<file path="src/logic/acc_regs.svh">
// Register map, field positions, codes and timing counts of the converter configuration block.
// Assumes a 32-bit classic Wishbone slave port with byte addresses.
//
// Summary of operation
// - Overrun mode 0 keeps old result, 1 overwrites.
// - Trigger edge: software, rising, falling, both edges.
// - Trigger source 000 timer output, 001 channel four.
// - Alignment bit selects right or left justification.
// - Resolution field selects 12, 10, 8, 6 bits.
// - Scan direction: up 0..11 or down 11..0.
// - Clock codes 0000..0110 divide peripheral clock 1..64.
// - Clock codes 1000..1100 divide internal oscillator.
// - Sampling field sets one duration for all channels.
// - Continuous mode repeats sequences until bit cleared.
`ifndef ACC_REGS_SVH
`define ACC_REGS_SVH

// Register byte offsets
`define ACC_OFS_STATUS 8'h00
`define ACC_OFS_CTRL 8'h08
`define ACC_OFS_CFG 8'h0C
`define ACC_OFS_CLKCFG 8'h10
`define ACC_OFS_SMPCFG 8'h14
`define ACC_OFS_RESULT 8'h40

// Writable bits and reset values
`define ACC_CFG_MASK 32'h0001_3DFC
`define ACC_CLK_MASK 32'hF000_0000
`define ACC_STIME_MASK 32'h0000_0007
`define ACC_CFG_RESET 32'h0000_0000
`define ACC_CLK_RESET 32'h0000_0000
`define ACC_STIME_RESET 32'h0000_0000

// Configuration register fields
`define ACC_F_DISC 16
`define ACC_F_REPEAT 13
`define ACC_F_OVR 12
`define ACC_F_EDGE 11:10
`define ACC_F_SRC 8:6
`define ACC_F_ALIGN 5
`define ACC_F_RES 4:3
`define ACC_F_SCAN 2
`define ACC_F_CLK 31:28
`define ACC_F_STIME 2:0

// Control register bits
`define ACC_C_EN 0
`define ACC_C_CAL 1
`define ACC_C_START 2
`define ACC_C_STOP 4

// Status register bits
`define ACC_S_EOC 2
`define ACC_S_EOS 3
`define ACC_S_OVR 4

// Trigger edge and source codes
`define ACC_EDGE_SW 2'h0
`define ACC_EDGE_RISE 2'h1
`define ACC_EDGE_FALL 2'h2
`define ACC_EDGE_BOTH 2'h3
`define ACC_SRC_ZERO 3'h0
`define ACC_SRC_ONE 3'h1

// Resolution codes and the shifts that fit a 12-bit core sample
`define ACC_RES_12 2'h0
`define ACC_RES_10 2'h1
`define ACC_RES_8 2'h2
`define ACC_RES_6 2'h3
`define ACC_RSH_12 4'h0
`define ACC_RSH_10 4'h2
`define ACC_RSH_8 4'h4
`define ACC_RSH_6 4'h6
`define ACC_LSH_12 4'h4
`define ACC_LSH_10 4'h6
`define ACC_LSH_8 4'h8
`define ACC_LSH_6 4'hA

// Conversion length in converter clock cycles (bits plus half, rounded up)
`define ACC_CONV_12 9'h00D
`define ACC_CONV_10 9'h00B
`define ACC_CONV_8 9'h009
`define ACC_CONV_6 9'h007

// Sampling codes and lengths in converter cycles (half cycles rounded up)
`define ACC_ST_3P5 3'h0
`define ACC_ST_5P5 3'h1
`define ACC_ST_7P5 3'h2
`define ACC_ST_13P5 3'h3
`define ACC_ST_28P5 3'h4
`define ACC_ST_41P5 3'h5
`define ACC_ST_239P5 3'h7
`define ACC_SMPN_3P5 9'h004
`define ACC_SMPN_5P5 9'h006
`define ACC_SMPN_7P5 9'h008
`define ACC_SMPN_13P5 9'h00E
`define ACC_SMPN_28P5 9'h01D
`define ACC_SMPN_41P5 9'h02A
`define ACC_SMPN_239P5 9'h0F0

// Converter clock codes and divider shifts
`define ACC_CK_PCLK_LAST 4'h6
`define ACC_CK_OSC_FIRST 4'h8
`define ACC_CK_OSC_LAST 4'hC
`define ACC_CK_OSC_DIV64 4'hC
`define ACC_SH_DIV64 3'h6

// Channel sequence ends
`define ACC_CHAN_LOW 4'h0
`define ACC_CHAN_HIGH 4'hB

`endif

</file>
<file path="src/logic/acc_pkg.sv">
// Types shared by the converter configuration block.
// Assumes nothing beyond a SystemVerilog compiler.
package acc_pkg;
	typedef enum logic [1:0] {
		ST_IDLE,
		ST_ARMED,
		ST_SAMPLE,
		ST_CONVERT
	} acc_state_t;
endpackage

</file>
<file path="src/logic/acc_edge_sync.sv">
// Three-stage synchroniser with edge pulses for one asynchronous input.
// Assumes the input level holds for several clock periods.
module acc_edge_sync (
	// Clock and reset
	input wire logic clk_i,
	input wire logic rst_i,
	// Asynchronous level in
	input wire logic sig_i,
	// Edge pulses out
	output logic rise_o,
	output logic fall_o
);
	logic s1_reg;
	logic s2_reg;
	logic s3_reg;
	logic lvl_reg;
	wire agree = (s2_reg == s3_reg);

	// Shift chain; the level only moves once stages two and three agree
	always_ff @(posedge clk_i)
	begin
		if (rst_i)
		begin
			s1_reg <= 1'b0;
			s2_reg <= 1'b0;
			s3_reg <= 1'b0;
			lvl_reg <= 1'b0;
		end
		else
		begin
			s1_reg <= sig_i;
			s2_reg <= s1_reg;
			s3_reg <= s2_reg;
			if (agree)
				lvl_reg <= s3_reg;
		end
	end

	// Edges of the filtered level
	assign rise_o = agree & s3_reg & ~lvl_reg;
	assign fall_o = agree & ~s3_reg & lvl_reg;
endmodule

</file>
<file path="src/logic/acc_clk_div.sv">
// Power-of-two divider that turns input steps into converter clock ticks.
// Assumes step_i is a one-cycle enable on the system clock.
module acc_clk_div (
	// Clock and reset
	input wire logic clk_i,
	input wire logic rst_i,
	// Control
	input wire logic run_i,
	input wire logic step_i,
	input wire logic [2:0] shift_i,
	// Tick out
	output logic tick_o
);
	logic [5:0] cnt_reg;
	logic [5:0] cnt_next;
	wire [5:0] mask = 6'((7'h01 << shift_i) - 7'h01);
	wire wrap = ((cnt_reg & mask) == mask);

	// Count steps and emit a tick every 2^shift of them
	assign cnt_next = (!run_i || (step_i && wrap)) ? 6'h00 : (step_i ? 6'(cnt_reg + 6'h01) : cnt_reg);

	always_ff @(posedge clk_i)
	begin
		if (rst_i)
		begin
			cnt_reg <= 6'h00;
			tick_o <= 1'b0;
		end
		else
		begin
			cnt_reg <= cnt_next;
			tick_o <= run_i & step_i & wrap;
		end
	end
endmodule

</file>
<file path="src/logic/acc_top.sv">
// Converter configuration and sequencing block with its Wishbone register file.
// Assumes an analog core that samples while core_sample_o is high and presents a
// 12-bit result on core_data_i by the end of core_convert_o, on the same clock.
`include "acc_regs.svh"

module acc_top (
	// Clock and reset
	input wire logic clk_i,
	input wire logic rst_i,
	// Wishbone slave
	input wire logic wb_cyc_i,
	input wire logic wb_stb_i,
	input wire logic wb_we_i,
	input wire logic [7:0] wb_adr_i,
	input wire logic [3:0] wb_sel_i,
	input wire logic [31:0] wb_dat_i,
	output logic [31:0] wb_dat_o,
	output logic wb_ack_o,
	// Asynchronous trigger and reference inputs
	input wire logic trigger_input_zero_i,
	input wire logic trigger_input_one_i,
	input wire logic fast_osc_ref_i,
	// Analog core
	input wire logic [11:0] core_data_i,
	output logic core_sample_o,
	output logic core_convert_o,
	output logic [3:0] core_channel_o,
	output logic [1:0] core_resolution_o,
	output logic core_calibrate_o,
	output logic core_osc_select_o
);
	acc_pkg::acc_state_t state_reg;
	acc_pkg::acc_state_t state_next;
	logic [31:0] cfg_reg;
	logic [31:0] cfg_next;
	logic [31:0] clk_reg;
	logic [31:0] clk_next;
	logic [31:0] stime_reg;
	logic [31:0] stime_next;
	logic en_reg;
	logic run_reg;
	logic eoc_reg;
	logic eos_reg;
	logic ovr_reg;
	logic [15:0] result_reg;
	logic [8:0] cnt_reg;
	logic [8:0] cnt_next;
	logic [3:0] chan_reg;
	logic [3:0] chan_next;
	logic store;
	logic seq_end;
	logic run_clear;
	logic [8:0] stime_cycles;
	logic [8:0] conv_cycles;
	logic [3:0] rshift;
	logic [3:0] lshift;
	logic [2:0] div_shift;
	logic ack_reg;
	logic [31:0] rdat_reg;

	// Bus decode
	wire wb_req = wb_cyc_i & wb_stb_i & ~ack_reg;
	wire wr = wb_req & wb_we_i;
	wire rd = wb_req & ~wb_we_i;
	wire [31:0] wmask = {{8{wb_sel_i[3]}}, {8{wb_sel_i[2]}}, {8{wb_sel_i[1]}}, {8{wb_sel_i[0]}}};
	wire hit_stat = (wb_adr_i == `ACC_OFS_STATUS);
	wire hit_ctrl = (wb_adr_i == `ACC_OFS_CTRL);
	wire hit_cfg = (wb_adr_i == `ACC_OFS_CFG);
	wire hit_clk = (wb_adr_i == `ACC_OFS_CLKCFG);
	wire hit_stime = (wb_adr_i == `ACC_OFS_SMPCFG);
	wire hit_res = (wb_adr_i == `ACC_OFS_RESULT);
	wire wr_ctrl = wr & hit_ctrl;
	wire wr_stat = wr & hit_stat;

	// Byte-masked configuration writes; software keeps them to quiet moments
	assign cfg_next = (wr & hit_cfg) ? ((cfg_reg & ~(wmask & `ACC_CFG_MASK))
		| (wb_dat_i & wmask & `ACC_CFG_MASK)) : cfg_reg;
	assign clk_next = (wr & hit_clk) ? ((clk_reg & ~(wmask & `ACC_CLK_MASK))
		| (wb_dat_i & wmask & `ACC_CLK_MASK)) : clk_reg;
	assign stime_next = (wr & hit_stime) ? ((stime_reg & ~(wmask & `ACC_STIME_MASK))
		| (wb_dat_i & wmask & `ACC_STIME_MASK)) : stime_reg;

	// Configuration fields
	wire discontinuous_enable = cfg_reg[`ACC_F_DISC];
	wire continuous_mode = cfg_reg[`ACC_F_REPEAT];
	wire overrun_mode = cfg_reg[`ACC_F_OVR];
	wire [1:0] trigger_edge_select = cfg_reg[`ACC_F_EDGE];
	wire [2:0] trigger_source_select = cfg_reg[`ACC_F_SRC];
	wire align_left = cfg_reg[`ACC_F_ALIGN];
	wire [1:0] resolution_select = cfg_reg[`ACC_F_RES];
	wire scan_direction = cfg_reg[`ACC_F_SCAN];
	wire [3:0] converter_clock_select = clk_reg[`ACC_F_CLK];
	wire [2:0] sampling_time_select = stime_reg[`ACC_F_STIME];

	// Control strobes
	wire en_wr = wr_ctrl & wb_sel_i[0];
	wire start_req = en_wr & wb_dat_i[`ACC_C_START] & en_reg;
	wire stop_req = en_wr & wb_dat_i[`ACC_C_STOP];
	wire cal_req = en_wr & wb_dat_i[`ACC_C_CAL] & ~en_reg;
	wire abort = stop_req | ~en_reg;

	// Trigger inputs pass the synchroniser before edge selection
	wire rise0;
	wire fall0;
	wire rise1;
	wire fall1;
	wire osc_rise;
	wire osc_fall;
	acc_edge_sync u_sync_src0 (.clk_i(clk_i), .rst_i(rst_i), .sig_i(trigger_input_zero_i),
		.rise_o(rise0), .fall_o(fall0));
	acc_edge_sync u_sync_src1 (.clk_i(clk_i), .rst_i(rst_i), .sig_i(trigger_input_one_i),
		.rise_o(rise1), .fall_o(fall1));
	acc_edge_sync u_sync_osc (.clk_i(clk_i), .rst_i(rst_i), .sig_i(fast_osc_ref_i),
		.rise_o(osc_rise), .fall_o(osc_fall));

	// Source and edge selection; reserved sources never fire
	wire src_zero = (trigger_source_select == `ACC_SRC_ZERO);
	wire src_one = (trigger_source_select == `ACC_SRC_ONE);
	wire t_rise = (src_zero & rise0) | (src_one & rise1);
	wire t_fall = (src_zero & fall0) | (src_one & fall1);
	wire trig_hit = ((trigger_edge_select == `ACC_EDGE_RISE) & t_rise)
		| ((trigger_edge_select == `ACC_EDGE_FALL) & t_fall)
		| ((trigger_edge_select == `ACC_EDGE_BOTH) & (t_rise | t_fall));
	wire sw_mode = (trigger_edge_select == `ACC_EDGE_SW);
	wire go = sw_mode ? start_req : trig_hit;

	// Converter clock source and divider; reserved codes give no ticks
	wire osc_src = (converter_clock_select >= `ACC_CK_OSC_FIRST);
	wire ck_valid = (converter_clock_select <= `ACC_CK_PCLK_LAST)
		| (osc_src & (converter_clock_select <= `ACC_CK_OSC_LAST));
	assign div_shift = (converter_clock_select == `ACC_CK_OSC_DIV64) ? `ACC_SH_DIV64
		: converter_clock_select[2:0];
	wire step = osc_src ? (osc_rise | osc_fall) : 1'b1;
	wire busy = (state_reg == acc_pkg::ST_SAMPLE) | (state_reg == acc_pkg::ST_CONVERT);
	wire tick;
	acc_clk_div u_div (.clk_i(clk_i), .rst_i(rst_i), .run_i(busy & ck_valid), .step_i(step),
		.shift_i(div_shift), .tick_o(tick));

	// Sampling length; reserved code takes the longest setting
	always_comb
	begin
		unique case (sampling_time_select)
			`ACC_ST_3P5: stime_cycles = `ACC_SMPN_3P5;
			`ACC_ST_5P5: stime_cycles = `ACC_SMPN_5P5;
			`ACC_ST_7P5: stime_cycles = `ACC_SMPN_7P5;
			`ACC_ST_13P5: stime_cycles = `ACC_SMPN_13P5;
			`ACC_ST_28P5: stime_cycles = `ACC_SMPN_28P5;
			`ACC_ST_41P5: stime_cycles = `ACC_SMPN_41P5;
			default: stime_cycles = `ACC_SMPN_239P5;
		endcase
	end

	// Conversion length and result shifts per resolution
	always_comb
	begin
		unique case (resolution_select)
			`ACC_RES_12:
			begin
				conv_cycles = `ACC_CONV_12;
				rshift = `ACC_RSH_12;
				lshift = `ACC_LSH_12;
			end
			`ACC_RES_10:
			begin
				conv_cycles = `ACC_CONV_10;
				rshift = `ACC_RSH_10;
				lshift = `ACC_LSH_10;
			end
			`ACC_RES_8:
			begin
				conv_cycles = `ACC_CONV_8;
				rshift = `ACC_RSH_8;
				lshift = `ACC_LSH_8;
			end
			`ACC_RES_6:
			begin
				conv_cycles = `ACC_CONV_6;
				rshift = `ACC_RSH_6;
				lshift = `ACC_LSH_6;
			end
		endcase
	end

	// Result formatting
	wire [15:0] right_word = {4'h0, 12'(core_data_i >> rshift)};
	wire [15:0] left_word = 16'(right_word << lshift);
	wire [15:0] new_word = align_left ? left_word : right_word;

	// Channel walk ends
	wire [3:0] chan_first = scan_direction ? `ACC_CHAN_HIGH : `ACC_CHAN_LOW;
	wire [3:0] chan_last = scan_direction ? `ACC_CHAN_LOW : `ACC_CHAN_HIGH;
	wire [3:0] chan_step = scan_direction ? 4'(chan_reg - 4'h1) : 4'(chan_reg + 4'h1);

	// Sequencer
	always_comb
	begin
		state_next = state_reg;
		cnt_next = cnt_reg;
		chan_next = chan_reg;
		store = 1'b0;
		seq_end = 1'b0;
		run_clear = 1'b0;
		unique case (state_reg)
			acc_pkg::ST_IDLE:
			begin
				if (start_req)
				begin
					chan_next = chan_first;
					cnt_next = 9'h000;
					state_next = sw_mode ? acc_pkg::ST_SAMPLE : acc_pkg::ST_ARMED;
				end
			end
			acc_pkg::ST_ARMED:
			begin
				if (go)
				begin
					cnt_next = 9'h000;
					state_next = acc_pkg::ST_SAMPLE;
				end
			end
			acc_pkg::ST_SAMPLE:
			begin
				if (tick)
				begin
					cnt_next = (cnt_reg == 9'(stime_cycles - 9'h001)) ? 9'h000 : 9'(cnt_reg + 9'h001);
					if (cnt_reg == 9'(stime_cycles - 9'h001))
						state_next = acc_pkg::ST_CONVERT;
				end
			end
			acc_pkg::ST_CONVERT:
			begin
				if (tick)
				begin
					cnt_next = 9'(cnt_reg + 9'h001);
					if (cnt_reg == 9'(conv_cycles - 9'h001))
					begin
						store = 1'b1;
						cnt_next = 9'h000;
						if (chan_reg == chan_last)
						begin
							seq_end = 1'b1;
							chan_next = chan_first;
							if (continuous_mode)
								state_next = acc_pkg::ST_SAMPLE;
							else
							begin
								run_clear = 1'b1;
								state_next = acc_pkg::ST_IDLE;
							end
						end
						else
						begin
							chan_next = chan_step;
							state_next = discontinuous_enable ? acc_pkg::ST_ARMED : acc_pkg::ST_SAMPLE;
						end
					end
				end
			end
		endcase
		if (abort)
		begin
			state_next = acc_pkg::ST_IDLE;
			run_clear = 1'b1;
		end
	end

	// Result register update and overrun
	wire res_read = rd & hit_res;
	wire overrun = store & eoc_reg;
	wire take = store & (~eoc_reg | overrun_mode);

	// Status flags: hardware set wins over a clear
	wire eoc_next = store | (eoc_reg & ~res_read & ~(wr_stat & wb_sel_i[0] & wb_dat_i[`ACC_S_EOC]));
	wire eos_next = seq_end | (eos_reg & ~(wr_stat & wb_sel_i[0] & wb_dat_i[`ACC_S_EOS]));
	wire ovr_next = overrun | (ovr_reg & ~(wr_stat & wb_sel_i[0] & wb_dat_i[`ACC_S_OVR]));
	wire run_next = start_req | (run_reg & ~run_clear);
	wire en_next = en_wr ? wb_dat_i[`ACC_C_EN] : en_reg;

	// Read data
	wire [31:0] stat_word = 32'(eoc_reg) << `ACC_S_EOC | 32'(eos_reg) << `ACC_S_EOS
		| 32'(ovr_reg) << `ACC_S_OVR;
	wire [31:0] ctrl_word = 32'(en_reg) << `ACC_C_EN | 32'(run_reg) << `ACC_C_START;
	wire [31:0] rdat = hit_stat ? stat_word : hit_ctrl ? ctrl_word : hit_cfg ? cfg_reg
		: hit_clk ? clk_reg : hit_stime ? stime_reg : hit_res ? {16'h0000, result_reg} : 32'h0000_0000;

	// Bus answer one cycle after the request
	always_ff @(posedge clk_i)
	begin
		if (rst_i)
		begin
			ack_reg <= 1'b0;
			rdat_reg <= 32'h0000_0000;
		end
		else
		begin
			ack_reg <= wb_req;
			rdat_reg <= rd ? rdat : 32'h0000_0000;
		end
	end

	// Configuration and control registers
	always_ff @(posedge clk_i)
	begin
		if (rst_i)
		begin
			cfg_reg <= `ACC_CFG_RESET;
			clk_reg <= `ACC_CLK_RESET;
			stime_reg <= `ACC_STIME_RESET;
			en_reg <= 1'b0;
			run_reg <= 1'b0;
		end
		else
		begin
			cfg_reg <= cfg_next;
			clk_reg <= clk_next;
			stime_reg <= stime_next;
			en_reg <= en_next;
			run_reg <= run_next;
		end
	end

	// Sequencer state, flags and result
	always_ff @(posedge clk_i)
	begin
		if (rst_i)
		begin
			state_reg <= acc_pkg::ST_IDLE;
			cnt_reg <= 9'h000;
			chan_reg <= `ACC_CHAN_LOW;
			eoc_reg <= 1'b0;
			eos_reg <= 1'b0;
			ovr_reg <= 1'b0;
			result_reg <= 16'h0000;
		end
		else
		begin
			state_reg <= state_next;
			cnt_reg <= cnt_next;
			chan_reg <= chan_next;
			eoc_reg <= eoc_next;
			eos_reg <= eos_next;
			ovr_reg <= ovr_next;
			if (take)
				result_reg <= new_word;
		end
	end

	// Core-facing outputs, registered
	always_ff @(posedge clk_i)
	begin
		if (rst_i)
		begin
			core_sample_o <= 1'b0;
			core_convert_o <= 1'b0;
			core_channel_o <= `ACC_CHAN_LOW;
			core_resolution_o <= `ACC_RES_12;
			core_calibrate_o <= 1'b0;
			core_osc_select_o <= 1'b0;
		end
		else
		begin
			core_sample_o <= (state_next == acc_pkg::ST_SAMPLE);
			core_convert_o <= (state_next == acc_pkg::ST_CONVERT);
			core_channel_o <= chan_next;
			core_resolution_o <= resolution_select;
			core_calibrate_o <= cal_req;
			core_osc_select_o <= osc_src;
		end
	end

	assign wb_ack_o = ack_reg;
	assign wb_dat_o = rdat_reg;
endmodule

</file>
<file path="config.mk">
export PLATFORM = sky130hd
export DESIGN_NAME = acc_top
export DESIGN_NICKNAME = d
export VERILOG_FILES = /design/src/logic/acc_pkg.sv /design/src/logic/acc_edge_sync.sv /design/src/logic/acc_clk_div.sv /design/src/logic/acc_top.sv
export VERILOG_INCLUDE_DIRS = /design/src /design/src/logic
export SDC_FILE = /design/constraint.sdc
export NUM_CORES = 1
export LEC_CHECK = 0
export BUFFER_PORTS_ARGS = -buffer_cell sky130_fd_sc_hd__buf_2
export CAP_MARGIN = 30
export CORE_MARGIN = 2
export CORE_UTILIZATION = 45
export CTS_CLUSTER_DIAMETER = 150
export DETAILED_ROUTE_END_ITERATION = 8
export PLACE_DENSITY_LB_ADDON = 0.12
export SYNTH_ARGS = -nofsm -noshare
export SYNTH_HDL_FRONTEND = slang
export SYNTH_SLANG_ARGS = --single-unit
export TNS_END_PERCENT = 30
</file>
<file path="constraint.sdc">
create_clock -name clk_i -period 3.85 [get_ports clk_i]
set_clock_uncertainty 0.15 [all_clocks]
set_input_delay 0.5775 -clock clk_i [delete_from_list [all_inputs] [get_ports clk_i]]
set_output_delay 0.5775 -clock clk_i [all_outputs]
set_load 0.005 [all_outputs]
</file>
== Word-level counts from Yosys, hierarchy flattened ==
Cells that the tools add are included.

* Flip-flop bits (word level): 190
* Input port bits: 64
* Output and inout bits: 43
* Logic and storage cells: 243

* $add $sub $neg: 7
* $lt $le $gt $ge: 3
* Equal/unequal tests: 35
* Shift-type cells: 3
* Muxes and demuxes: 54
* Bitwise gates (word level): 94
* Reductions and logical operators: 14

{| class="wikitable"
|+ Operators by type and width
! operator !! number
|-
| 32-bit 2-to-1 mux || 5
|-
| 32-bit AND || 4
|-
| 9-bit one-hot mux with 4 select lines || 2
|-
| 9-bit 2-to-1 mux || 6
|-
| 1-bit AND || 50
|-
| 8-bit one-hot mux with 6 select lines || 1
|-
| 16-bit 2-to-1 mux || 2
|-
| 17-bit inverter with 32-bit output || 1
|-
| 3-bit inverter with 32-bit output || 1
|-
| 32-bit inverter || 1
|-
| 32-bit by 17-bit bitwise OR with 32-bit output || 1
|-
| 32-bit by 3-bit bitwise OR with 32-bit output || 1
|-
| 32-bit bitwise OR || 1
|-
| 4-bit one-hot mux with 4 select lines || 2
|-
| 4-bit 2-to-1 mux || 7
|-
| 2-bit 2-to-1 mux || 11
|-
| 9-bit equality test || 2
|-
| 2-bit equality test (second input constant) || 8
|-
| 8-bit by 4-bit equality test with 1-bit output (second input constant) || 2
|-
| 8-bit by 5-bit equality test with 1-bit output (second input constant) || 2
|-
| 1-bit inverter || 16
|-
| 12-bit by 4-bit << shifter with 16-bit output || 1
|-
| 1-bit 2-to-1 mux || 15
|-
| 1-bit bitwise OR || 14
|-
| other kinds (39) || 54
|}

== Logic depth before layout (Yosys ltp) ==
Gate-level depths: netlist of the first run.

* Depth in word-level cells: 13
* Depth in mapped cells: 10
* Depth with buffers taken out: 8

== Modules after synthesis ==
From an unflattened synthesis of the first run, not the netlist that was laid out.

* Cells, all modules: 627
* Area, all modules: 5395.2 µm²

{| class="wikitable"
|+ Modules (own cells, without submodules)
! module !! instances !! cells an instance !! area each (µm²) !! seq. area each (µm²)
|-
| acc_top || 1 || 544 || 4569.4 || 1661.6
|-
| acc_edge_sync || 3 || 15 || 155.1 || 80.1
|-
| acc_clk_div || 1 || 38 || 360.3 || 140.1
|}

== Worst setup path after synthesis of the first run ==
No wires, ideal clock.

* Path kind: register -> register
* Start point: reg (tool-made name)
* End point: reg cnt_reg[0]
* Setup time: 124 ps
* Arrival time: 2277 ps
* Required time: 3576 ps
* Setup slack: 1299 ps
* Cell stages (with the launch flop): 10
* Buffers on the path: 1
* Period minus slack after synthesis: 2551 ps
* Cell sequence: dfxtp_1 buf_2 inv_1 ha_1 xor2_1 nor4_1 a211oi_1 or4_1 a22oi_4 nor2_1

{| class="wikitable"
|+ RTL lines
! what !! RTL line !! RTL
|-
| to (signal assigned) || acc_top.sv:338 || <nowiki>cnt_reg <= cnt_next;</nowiki>
|-
| to (decl) || acc_top.sv:46 || <nowiki>logic [8:0] cnt_reg;</nowiki>
|}

==> impl_metrics.json, run 1 <==
{
  "netlist_top_cells_area": "dfxtp_1, mux2i_1, nor2_1",
  "p_int_mw": 1.63,
  "hold_ws_ns": 0.286,
  "dp_slack_ns": 0.912,
  "cp.arrival_ns": 3.03,
  "cts_max_path_buffers": 2,
  "synth_top_cell_area_share_pct": 36.8,
  "slew_viol_final": 0,
  "power_switching_share_pct": 21.4,
  "antenna_found_initial": 0,
  "hpwl_um": 10300,
  "cts_buffers": 9,
  "cts.htree.levels": 3,
  "clk_pin_slew_ns": 0.07,
  "cts_tree": "yes",
  "cp_top_family": "simple AND/OR/NAND/NOR gates",
  "grt.busiest_layer": "met2",
  "path_cells": "inv_1 > ha_1 > xor2_1 > nor4_1 > a211oi_1 > or4_1 > a22oi_4 > nor2_1",
  "fp.dieH_um": 115,
  "crit_path_start_kind": "flop",
  "num_rows": 40,
  "slowest_stage": "or4_1",
  "use_met1_pct": 27.9,
  "io_pins": 107,
  "met2_usage_pct": 36.4,
  "powerDensity_mw_per_mm2": 334,
  "grt_max_degree": 61,
  "drive_gt1_share_pct": 18.9,
  "synth-seq-cells": 102,
  "combPwrFrac_pct": 4.7,
  "syn_area_mm2": 0.00555,
  "port_buffers": 81,
  "fillCellCount": 1156,
  "core_area_mm2": 0.0120,
  "worstMarginPinSlew_ns": 0.810,
  "hp-class": "reg -> reg",
  "relSlewSlack_pct": 46.0,
  "synth-seq-area-share_pct": 36.8,
  "post-cts-setup-buffers": 0,
  "initial_utilization_pct": 46.2,
  "clock_sinks": 102,
  "ys_types": 87,
  "p_switching_mw": 0.445,
  "synth_commonest_cells": "dfxtp_1, nor2_1, nand2_1, a21oi_1, mux2i_1",
  "synth_largest_area_cell": "dfxtp_1",
  "nNetsFinal": 771,
  "die_w_um": 115,
  "setup_viol": 0,
  "num_vias": 4692,
  "fin_util_pct": 51.8,
  "placed_area_mm2": 0.00592,
  "fin_crit_sh_pct": 76.6,
  "postCtsHoldBufs": 0,
  "synth_flop_cell": "dfxtp_1",
  "fin_ws_ns": 0.899,
  "ys_warn_count": 0,
  "dr.pass1.iters": 5,
  "required_ns": 3.93,
  "avgSynthCellArea_um2": 8.85,
  "dieArea_mm2": 0.0132,
  "p_seq_share_pct": 51.1,
  "fin_area_mm2": 0.00622,
  "finalWirelength_um": 13800,
  "drt-initial-drc-count": 268,
  "clock_power_share_pct": 44.2,
  "ant_nets": 0,
  "synth_edf_count": 0,
  "min_period_ns": 2.95,
  "tns_ns": 0,
  "final_hold_viol_count": 0,
  "cts_resized": 0,
  "cts_root_buf": "clkbuf_16",
  "grt_pass1_wl_um": 22500,
  "worstPathMaxFanout": 11,
  "place.gp.congestion": 0.911,
  "routedWlPerCell_um": 16.4,
  "async_reset_ff_share_pct": 0,
  "use_met3_pct": 5.32,
  "track_usage_pct": 21.7,
  "drc": 0,
  "status": "completed",
  "place_inst": 824,
  "antenna_cells": 0,
  "yosysMostFrequentCell": "dfxtp_1",
  "grt_pass1_vias": 4559,
  "crit_path_end_kind": "flop",
  "criticalPathCategory": "reg -> reg",
  "synth_cells": 627,
  "crit_buf_inv": 1,
  "clock_latency_ns": 0.35,
  "peakVddDrop_mv": 0.254,
  "overflow": 0,
  "leakagePower_nw": 2.58,
  "grt_setup_unrepaired": "false",
  "finalPower_mw": 2.08,
  "cap_violations": 0,
  "timing.fmax_mhz": 339,
  "via_per_inst": 5.59,
  "slowest_delay_ns": 0.59,
  "fin_cells": 839,
  "area_delta_synth_final_pct": 12.1
}
## power by group through the flow
stage          clock (mW)  combinational [mW]  sequential, mW
2_1_floorplan           0              0.0589            1.09
3_3_place_gp            0              0.0954            1.09
3_5_place_dp            0              0.0975            1.09
4_1_cts             0.946              0.0978            1.06
5_1_grt             0.982               0.107            1.06
6_report            0.920              0.0975            1.06
## worst register-to-register path, delay by kind of cell, from the launching register on
kind | cells | cell delay (ns)
xor+xnor | 1 | 0.18
flops | 1 | 0.58
simple gates | 3 | 0.96
fa+ha+maj | 1 | 0.37
buf+inv | 1 | 0.17
compound gates | 2 | 0.43
## layout make-up
type	count	area (µm²)	share of cell area [%]
Inverter	22	82.6	1.33
Clock buffer	12	256	4.13
Clock inverter	3	43.8	0.704
Sequential cell	102	2040	32.8
Timing Repair Buffer	88	458	7.37
Tap cell	147	184	2.96
Multi-Input combinational cell	465	3150	50.7
## cell usage in the layout (no fill, tap or decap), types with 6 or more instances in the layout
cell type	instances
a211oi_1	11
ha_1	18
a22o_1	6
buf_2	81
nand2b_1	9
a22oi_1	11
o21ai_0	14
nand2_1	42
clkbuf_16	9
and2_1	10
nor3_1	8
mux2i_1	34
nor2_1	74
nor4_1	6
buf_4	7
inv_1	22
or3_1	6
nand4_1	9
xnor2_1	6
nand3_1	28
nor2b_1	13
conb_1	11
dfxtp_1	102
and3_1	11
xor2_1	8
a21oi_1	35
## kinds of logic after synthesis
family	count (synthesis)	synth area share, %
compound gates	127	16.5
xor+xnor	15	2.64
fa+ha+maj	20	4.60
buf+inv	70	7.08
flops	102	36.8
mux	38	7.35
other cells	1	0.0676
simple gates	254	24.9
## final timing paths
| path | end | startpoint | depth (start not counted) | slack [ns] |
|---|---|---|---|---|
| min reg2reg | u_sync_osc.s2_reg | u_sync_osc.s1_reg | 1 | 0.29 |
| max reg2reg | cnt_reg[1] | flop | 8 | 0.90 |
| max | cnt_reg[1] | flop | 8 | 0.90 |
| min | u_sync_osc.s2_reg | u_sync_osc.s1_reg | 1 | 0.29 |
## per-layer routing
| layer | wire length (µm) | up-vias |
|---|---|---|
| li1 | - | 2344 |
| met4 | 179 | 0 |
| met1 | 6380 | 2231 |
| met3 | 654 | 12 |
| met2 | 6560 | 105 |
| met5 | 0 | - |
Power figures use the tool's default switching activity.
==> inputs of run 2 (changes only) <==
==> constraint.sdc (replaced) <==
create_clock -name clk_i -period 2.55 [get_ports clk_i]
set_clock_uncertainty 0.15 [all_clocks]
set_input_delay 0.3825 -clock clk_i [delete_from_list [all_inputs] [get_ports clk_i]]
set_output_delay 0.3825 -clock clk_i [all_outputs]
set_load 0.005 [all_outputs]
==> impl_metrics.json, run 2 (synthesis results as in run 1) <==
{
  "slowest_stage": "dfxtp_1",
  "initial_utilization_pct": 46.2,
  "fillCellCount": 1132,
  "port_buffers": 81,
  "peakVddDrop_mv": 0.379,
  "finalWirelength_um": 14200,
  "place.gp.congestion": 0.950,
  "multiInputGateArea_mm2": 0.00325,
  "criticalPathCategory": "reg -> reg",
  "grt_pass1_wl_um": 22700,
  "antenna_found_initial": 0,
  "drt-initial-drc-count": 286,
  "crit_path_end_kind": "flop",
  "antenna_cells": 0,
  "path_cells": "inv_1 > ha_1 > xnor2_1 > nor4_4 > nand4_4 > a21oi_4 > buf_4 > o21ai_0 > a21oi_1",
  "routedWlPerCell_um": 16.2,
  "overflow": 0,
  "dieArea_mm2": 0.0132,
  "layout_commonest_cell": "dfxtp_1",
  "core_area_mm2": 0.0120,
  "ant_nets": 0,
  "via_per_inst": 5.56,
  "clock_sinks": 102,
  "drc": 0,
  "cts_root_buf": "clkbuf_16",
  "hold_start": "fast_osc_ref_i",
  "die_w_um": 115,
  "hpwl_um": 10600,
  "clock_latency_ns": 0.35,
  "final_hold_viol_count": 0,
  "cap_violations": 0,
  "postCtsHoldBufs": 0,
  "worstPathMaxFanout": 6,
  "finalPower_mw": 3.03,
  "drive_gt1_share_pct": 25.3,
  "grt_pass1_vias": 4659,
  "p_int_mw": 2.33,
  "worstMarginPinSlew_ns": 0.666,
  "min_period_ns": 2.43,
  "fp.dieH_um": 115,
  "cts_max_path_buffers": 2,
  "grt_max_degree": 61,
  "area_delta_synth_final_pct": 18.8,
  "slowest_delay_ns": 0.43,
  "power_switching_share_pct": 23.2,
  "num_vias": 4885,
  "num_rows": 40,
  "cts_tree": "yes",
  "leakagePower_nw": 2.78,
  "timing.fmax_mhz": 412,
  "cp_top_family": "compound AO/OA/AOI/OAI gates",
  "grt_setup_unrepaired": "false",
  "tns_ns": 0,
  "layout_common_cells": "dfxtp_1, buf_2, nor2_1",
  "slew_viol_final": 0,
  "cp.arrival_ns": 2.56,
  "crit_path_start_kind": "flop",
  "combPwrFrac_pct": 5.1,
  "clk_pin_slew_ns": 0.07,
  "nNetsFinal": 810,
  "fin_area_mm2": 0.00659,
  "p_switching_mw": 0.704,
  "setup_viol": 0,
  "relSlewSlack_pct": 55.6,
  "placed_area_mm2": 0.00621,
  "crit_buf_inv": 2,
  "clock_power_share_pct": 42.0,
  "status": "completed",
  "io_pins": 107,
  "cts_buffers": 9,
  "post-cts-setup-buffers": 0,
  "track_usage_pct": 21.7,
  "p_seq_share_pct": 52.9,
  "required_ns": 2.68,
  "seqCellArea_mm2": 0.00204,
  "powerDensity_mw_per_mm2": 460,
  "cts.htree.levels": 3,
  "fin_crit_sh_pct": 95.3,
  "dr.pass1.iters": 5,
  "hp-class": "in -> reg"
}
==> run 2: cell count changes in the layout (fill, tap and decap cells not counted), sizes merged, moves of 2 or more <==
cell | before | now
clkinv | 2 | 4
inv | 22 | 24
buf | 88 | 126
clkbuf | 12 | 9
==> run 2: final timing paths <==
path	to	slack, ns	depth (start not counted)
setup reg to reg	result_reg[4]	0.12	9
hold / removal	u_sync_osc.s1_reg	0.1	2
setup / recovery	result_reg[4]	0.12	9
hold reg to reg	u_sync_src1.s2_reg	0.29	1
==> run 2: power by group through the flow <==
stage / logic [mW] / clock network, mW / registers, mW
after floorplan: 0.0889 / 0 / 1.64
after global placement: 0.149 / 0 / 1.64
after detailed placement: 0.152 / 0 / 1.64
after CTS: 0.153 / 1.31 / 1.60
after global routing: 0.170 / 1.37 / 1.60
final: 0.155 / 1.27 / 1.60
==> run 2: per-stage QoR <==
step	worst slack, ns	utilization (%)	hold slack, ns	instances
after floorplan	0.0235	-	0.264	637
after global placement	0.0380	51.7	0.269	862
after detailed placement	-0.00230	51.7	0.277	862
after CTS	0.0226	54.1	0.0861	878
after global routing	0.0165	54.9	0.0895	879
final	0.120	54.9	0.0952	879
==> run 2: timing repair <==
item	4_1_cts	5_1_grt
gates cloned	0	1
endpoints found under the setup margin	4	19
resized for setup	2	15
pin swaps	1	4
==> run 2: per-layer routing <==
layer / GRT usage, % / up-vias / share of wire, %
met5: 0 / - / 0
met4: 6.02 / 0 / 2.0
met3: 5.06 / 23 / 4.6
met2: 37.3 / 127 / 49
met1: 27.1 / 2310 / 45
li1: - / 2425 / -
==> run 2: layout make-up <==
cell class                      instances  share of cell area (%)
Clock buffer                            9                    3.42
Clock inverter                          7                   0.740
Inverter                               22                    1.25
Multi-Input combinational cell        466                    49.3
Sequential cell                       102                    31.0
Tap cell                              147                    2.79
Timing Repair Buffer                  126                    11.5
==> inputs of run 3 (changes only) <==
--- a/config.mk
+++ b/config.mk
@@ -13,6 +13,7 @@
 export CTS_CLUSTER_DIAMETER = 150
 export DETAILED_ROUTE_END_ITERATION = 8
 export PLACE_DENSITY_LB_ADDON = 0.12
+export RECOVER_POWER = 25
 export SYNTH_ARGS = -nofsm -noshare
 export SYNTH_HDL_FRONTEND = slang
 export SYNTH_SLANG_ARGS = --single-unit
==> impl_metrics.json, run 3 (synthesis results as in run 1) <==
{
  "holdPathEnd": "u_sync_osc.s1_reg",
  "cp.arrival_ns": 2.56,
  "nNetsFinal": 810,
  "layout_common_cells": "dfxtp_1, buf_2, nor2_1",
  "cts.htree.levels": 3,
  "grt_setup_unrepaired": "false",
  "r2r-end": "result_reg[4]",
  "worstPathMaxFanout": 6,
  "die_w_um": 115,
  "routedWlPerCell_um": 16.2,
  "num_vias": 4887,
  "hold_start": "fast_osc_ref_i",
  "fin_area_mm2": 0.00659,
  "overflow": 0,
  "peakVddDrop_mv": 0.379,
  "relSlewSlack_pct": 56.3,
  "cts_tree": "yes",
  "ant_nets": 0,
  "worstMarginPinSlew_ns": 0.656,
  "hold_path_depth": 2,
  "slowest_stage": "dfxtp_1",
  "final_hold_viol_count": 0,
  "postCtsHoldBufs": 0,
  "hp-class": "in -> reg",
  "cts_buffers": 9,
  "dp_slack_ns": -0.00230,
  "criticalPathCategory": "reg -> reg",
  "crit_path_end_kind": "flop",
  "path_cells": "inv_1 > ha_1 > xnor2_1 > nor4_4 > nand4_4 > a21oi_4 > buf_4 > o21ai_0 > a21oi_1",
  "setup_viol": 0,
  "dr.pass1.iters": 5,
  "grt_max_degree": 61,
  "track_usage_pct": 21.7,
  "cp_top_family": "compound AO/OA/AOI/OAI gates",
  "clock_sinks": 102,
  "layout_commonest_cell": "dfxtp_1",
  "place.gp.congestion": 0.950,
  "crit_buf_inv": 2,
  "grt_pass1_wl_um": 22700,
  "timing.fmax_mhz": 412,
  "slew_viol_final": 0,
  "drt-initial-drc-count": 255,
  "grt_pass1_vias": 4659,
  "clock_latency_ns": 0.35,
  "core_area_mm2": 0.0120,
  "drc": 0,
  "fin_crit_sh_pct": 95.2,
  "hpwl_um": 10600,
  "fp.dieH_um": 115,
  "required_ns": 2.68,
  "cts_root_buf": "clkbuf_16",
  "io_pins": 107,
  "leakagePower_nw": 2.77,
  "cts_max_path_buffers": 2,
  "min_period_ns": 2.43,
  "clk_pin_slew_ns": 0.07,
  "initial_utilization_pct": 46.2,
  "num_rows": 40,
  "cap_violations": 0,
  "drive_gt1_share_pct": 24.7,
  "r2r_setup_slack_ns": 0.12,
  "status": "completed",
  "via_per_inst": 5.56,
  "port_buffers": 81,
  "crit_path_start_kind": "flop",
  "placed_area_mm2": 0.00621,
  "antenna_found_initial": 0,
  "ff2ff_path_depth": 9,
  "area_delta_synth_final_pct": 18.7,
  "antenna_cells": 0,
  "slowest_delay_ns": 0.43,
  "powerDensity_mw_per_mm2": 461,
  "fin_ws_ns": 0.121,
  "finalWirelength_um": 14200,
  "dieArea_mm2": 0.0132
}
[run 3: cell types whose count changed in the layout (fill, tap and decap cells not counted), sizes merged]
cell,previous run,this run
clkbuf,9,13
buf,126,122
[run 3: worst max path at each step]
| stage | startpoint | end | slack, ns | cells after the start |
|---|---|---|---|---|
| after detailed placement | flop | core_channel_o[0] | -0.002 | 9 |
| after global routing | flop | result_reg[4] | 0.02 | 9 |
| after CTS | flop | cnt_reg[1] | 0.02 | 8 |
| final | flop | result_reg[4] | 0.12 | 9 |
| after global placement | flop | core_channel_o[0] | 0.04 | 9 |
| after floorplan | flop | cnt_reg[0] | 0.02 | 9 |
[run 3: worst reg2reg max path, stage by stage (launching register included)]
cell	delay, ns
dfxtp_1	0.43
inv_1	0.12
ha_1	0.32
xnor2_1	0.17
nor4_4	0.28
nand4_4	0.19
a21oi_4	0.23
buf_4	0.18
o21ai_0	0.13
a21oi_1	0.16
[run 3: routing by layer]
metal / track usage [%] / vias up / wire length, µm
li1: - / 2422 / -
met1: 27.1 / 2320 / 6350
met2: 37.3 / 124 / 6990
met3: 5.06 / 21 / 594
met4: 6.02 / 0 / 287
met5: 0 / - / 0
[run 3: metrics by stage]
step                hold slack [ns]  power [mW]  std cells  utilization (%)  TNS (ns)
floorplan                     0.264        1.73        637                -         0
global placement              0.269        1.79        862             51.7         0
detailed placement            0.277        1.79        862             51.7  -0.00230
CTS                          0.0861        3.07        878             54.1         0
global route                 0.0895        3.15        879             54.8         0
finish                       0.0952        3.03        879             54.8         0
[run 3: timing repair]
item / CTS / global route
gates resized for setup: 2 / 15
pin swaps: 1 / 4
endpoints found under the setup margin: 4 / 19
setup buffers: 0 / 0
hold endpoints to repair: 0 / 0
cloned: 0 / 1
[run 3: power breakdown]
group | switching, mW | internal, mW | total, mW
combinational | 0.0914 | 0.0631 | 0.155
sequential | 0.00340 | 1.60 | 1.60
clock | 0.612 | 0.665 | 1.28
total | 0.706 | 2.33 | 3.03
[run 3: final cells by class]
class,instances,area [µm²]
fill,1131,5430
multi-input combinational,466,3250
sequential,102,2040
timing repair buffer,126,751
clock buffer,9,225
tap,147,184
inverter,22,82.6
clock inverter,7,48.8
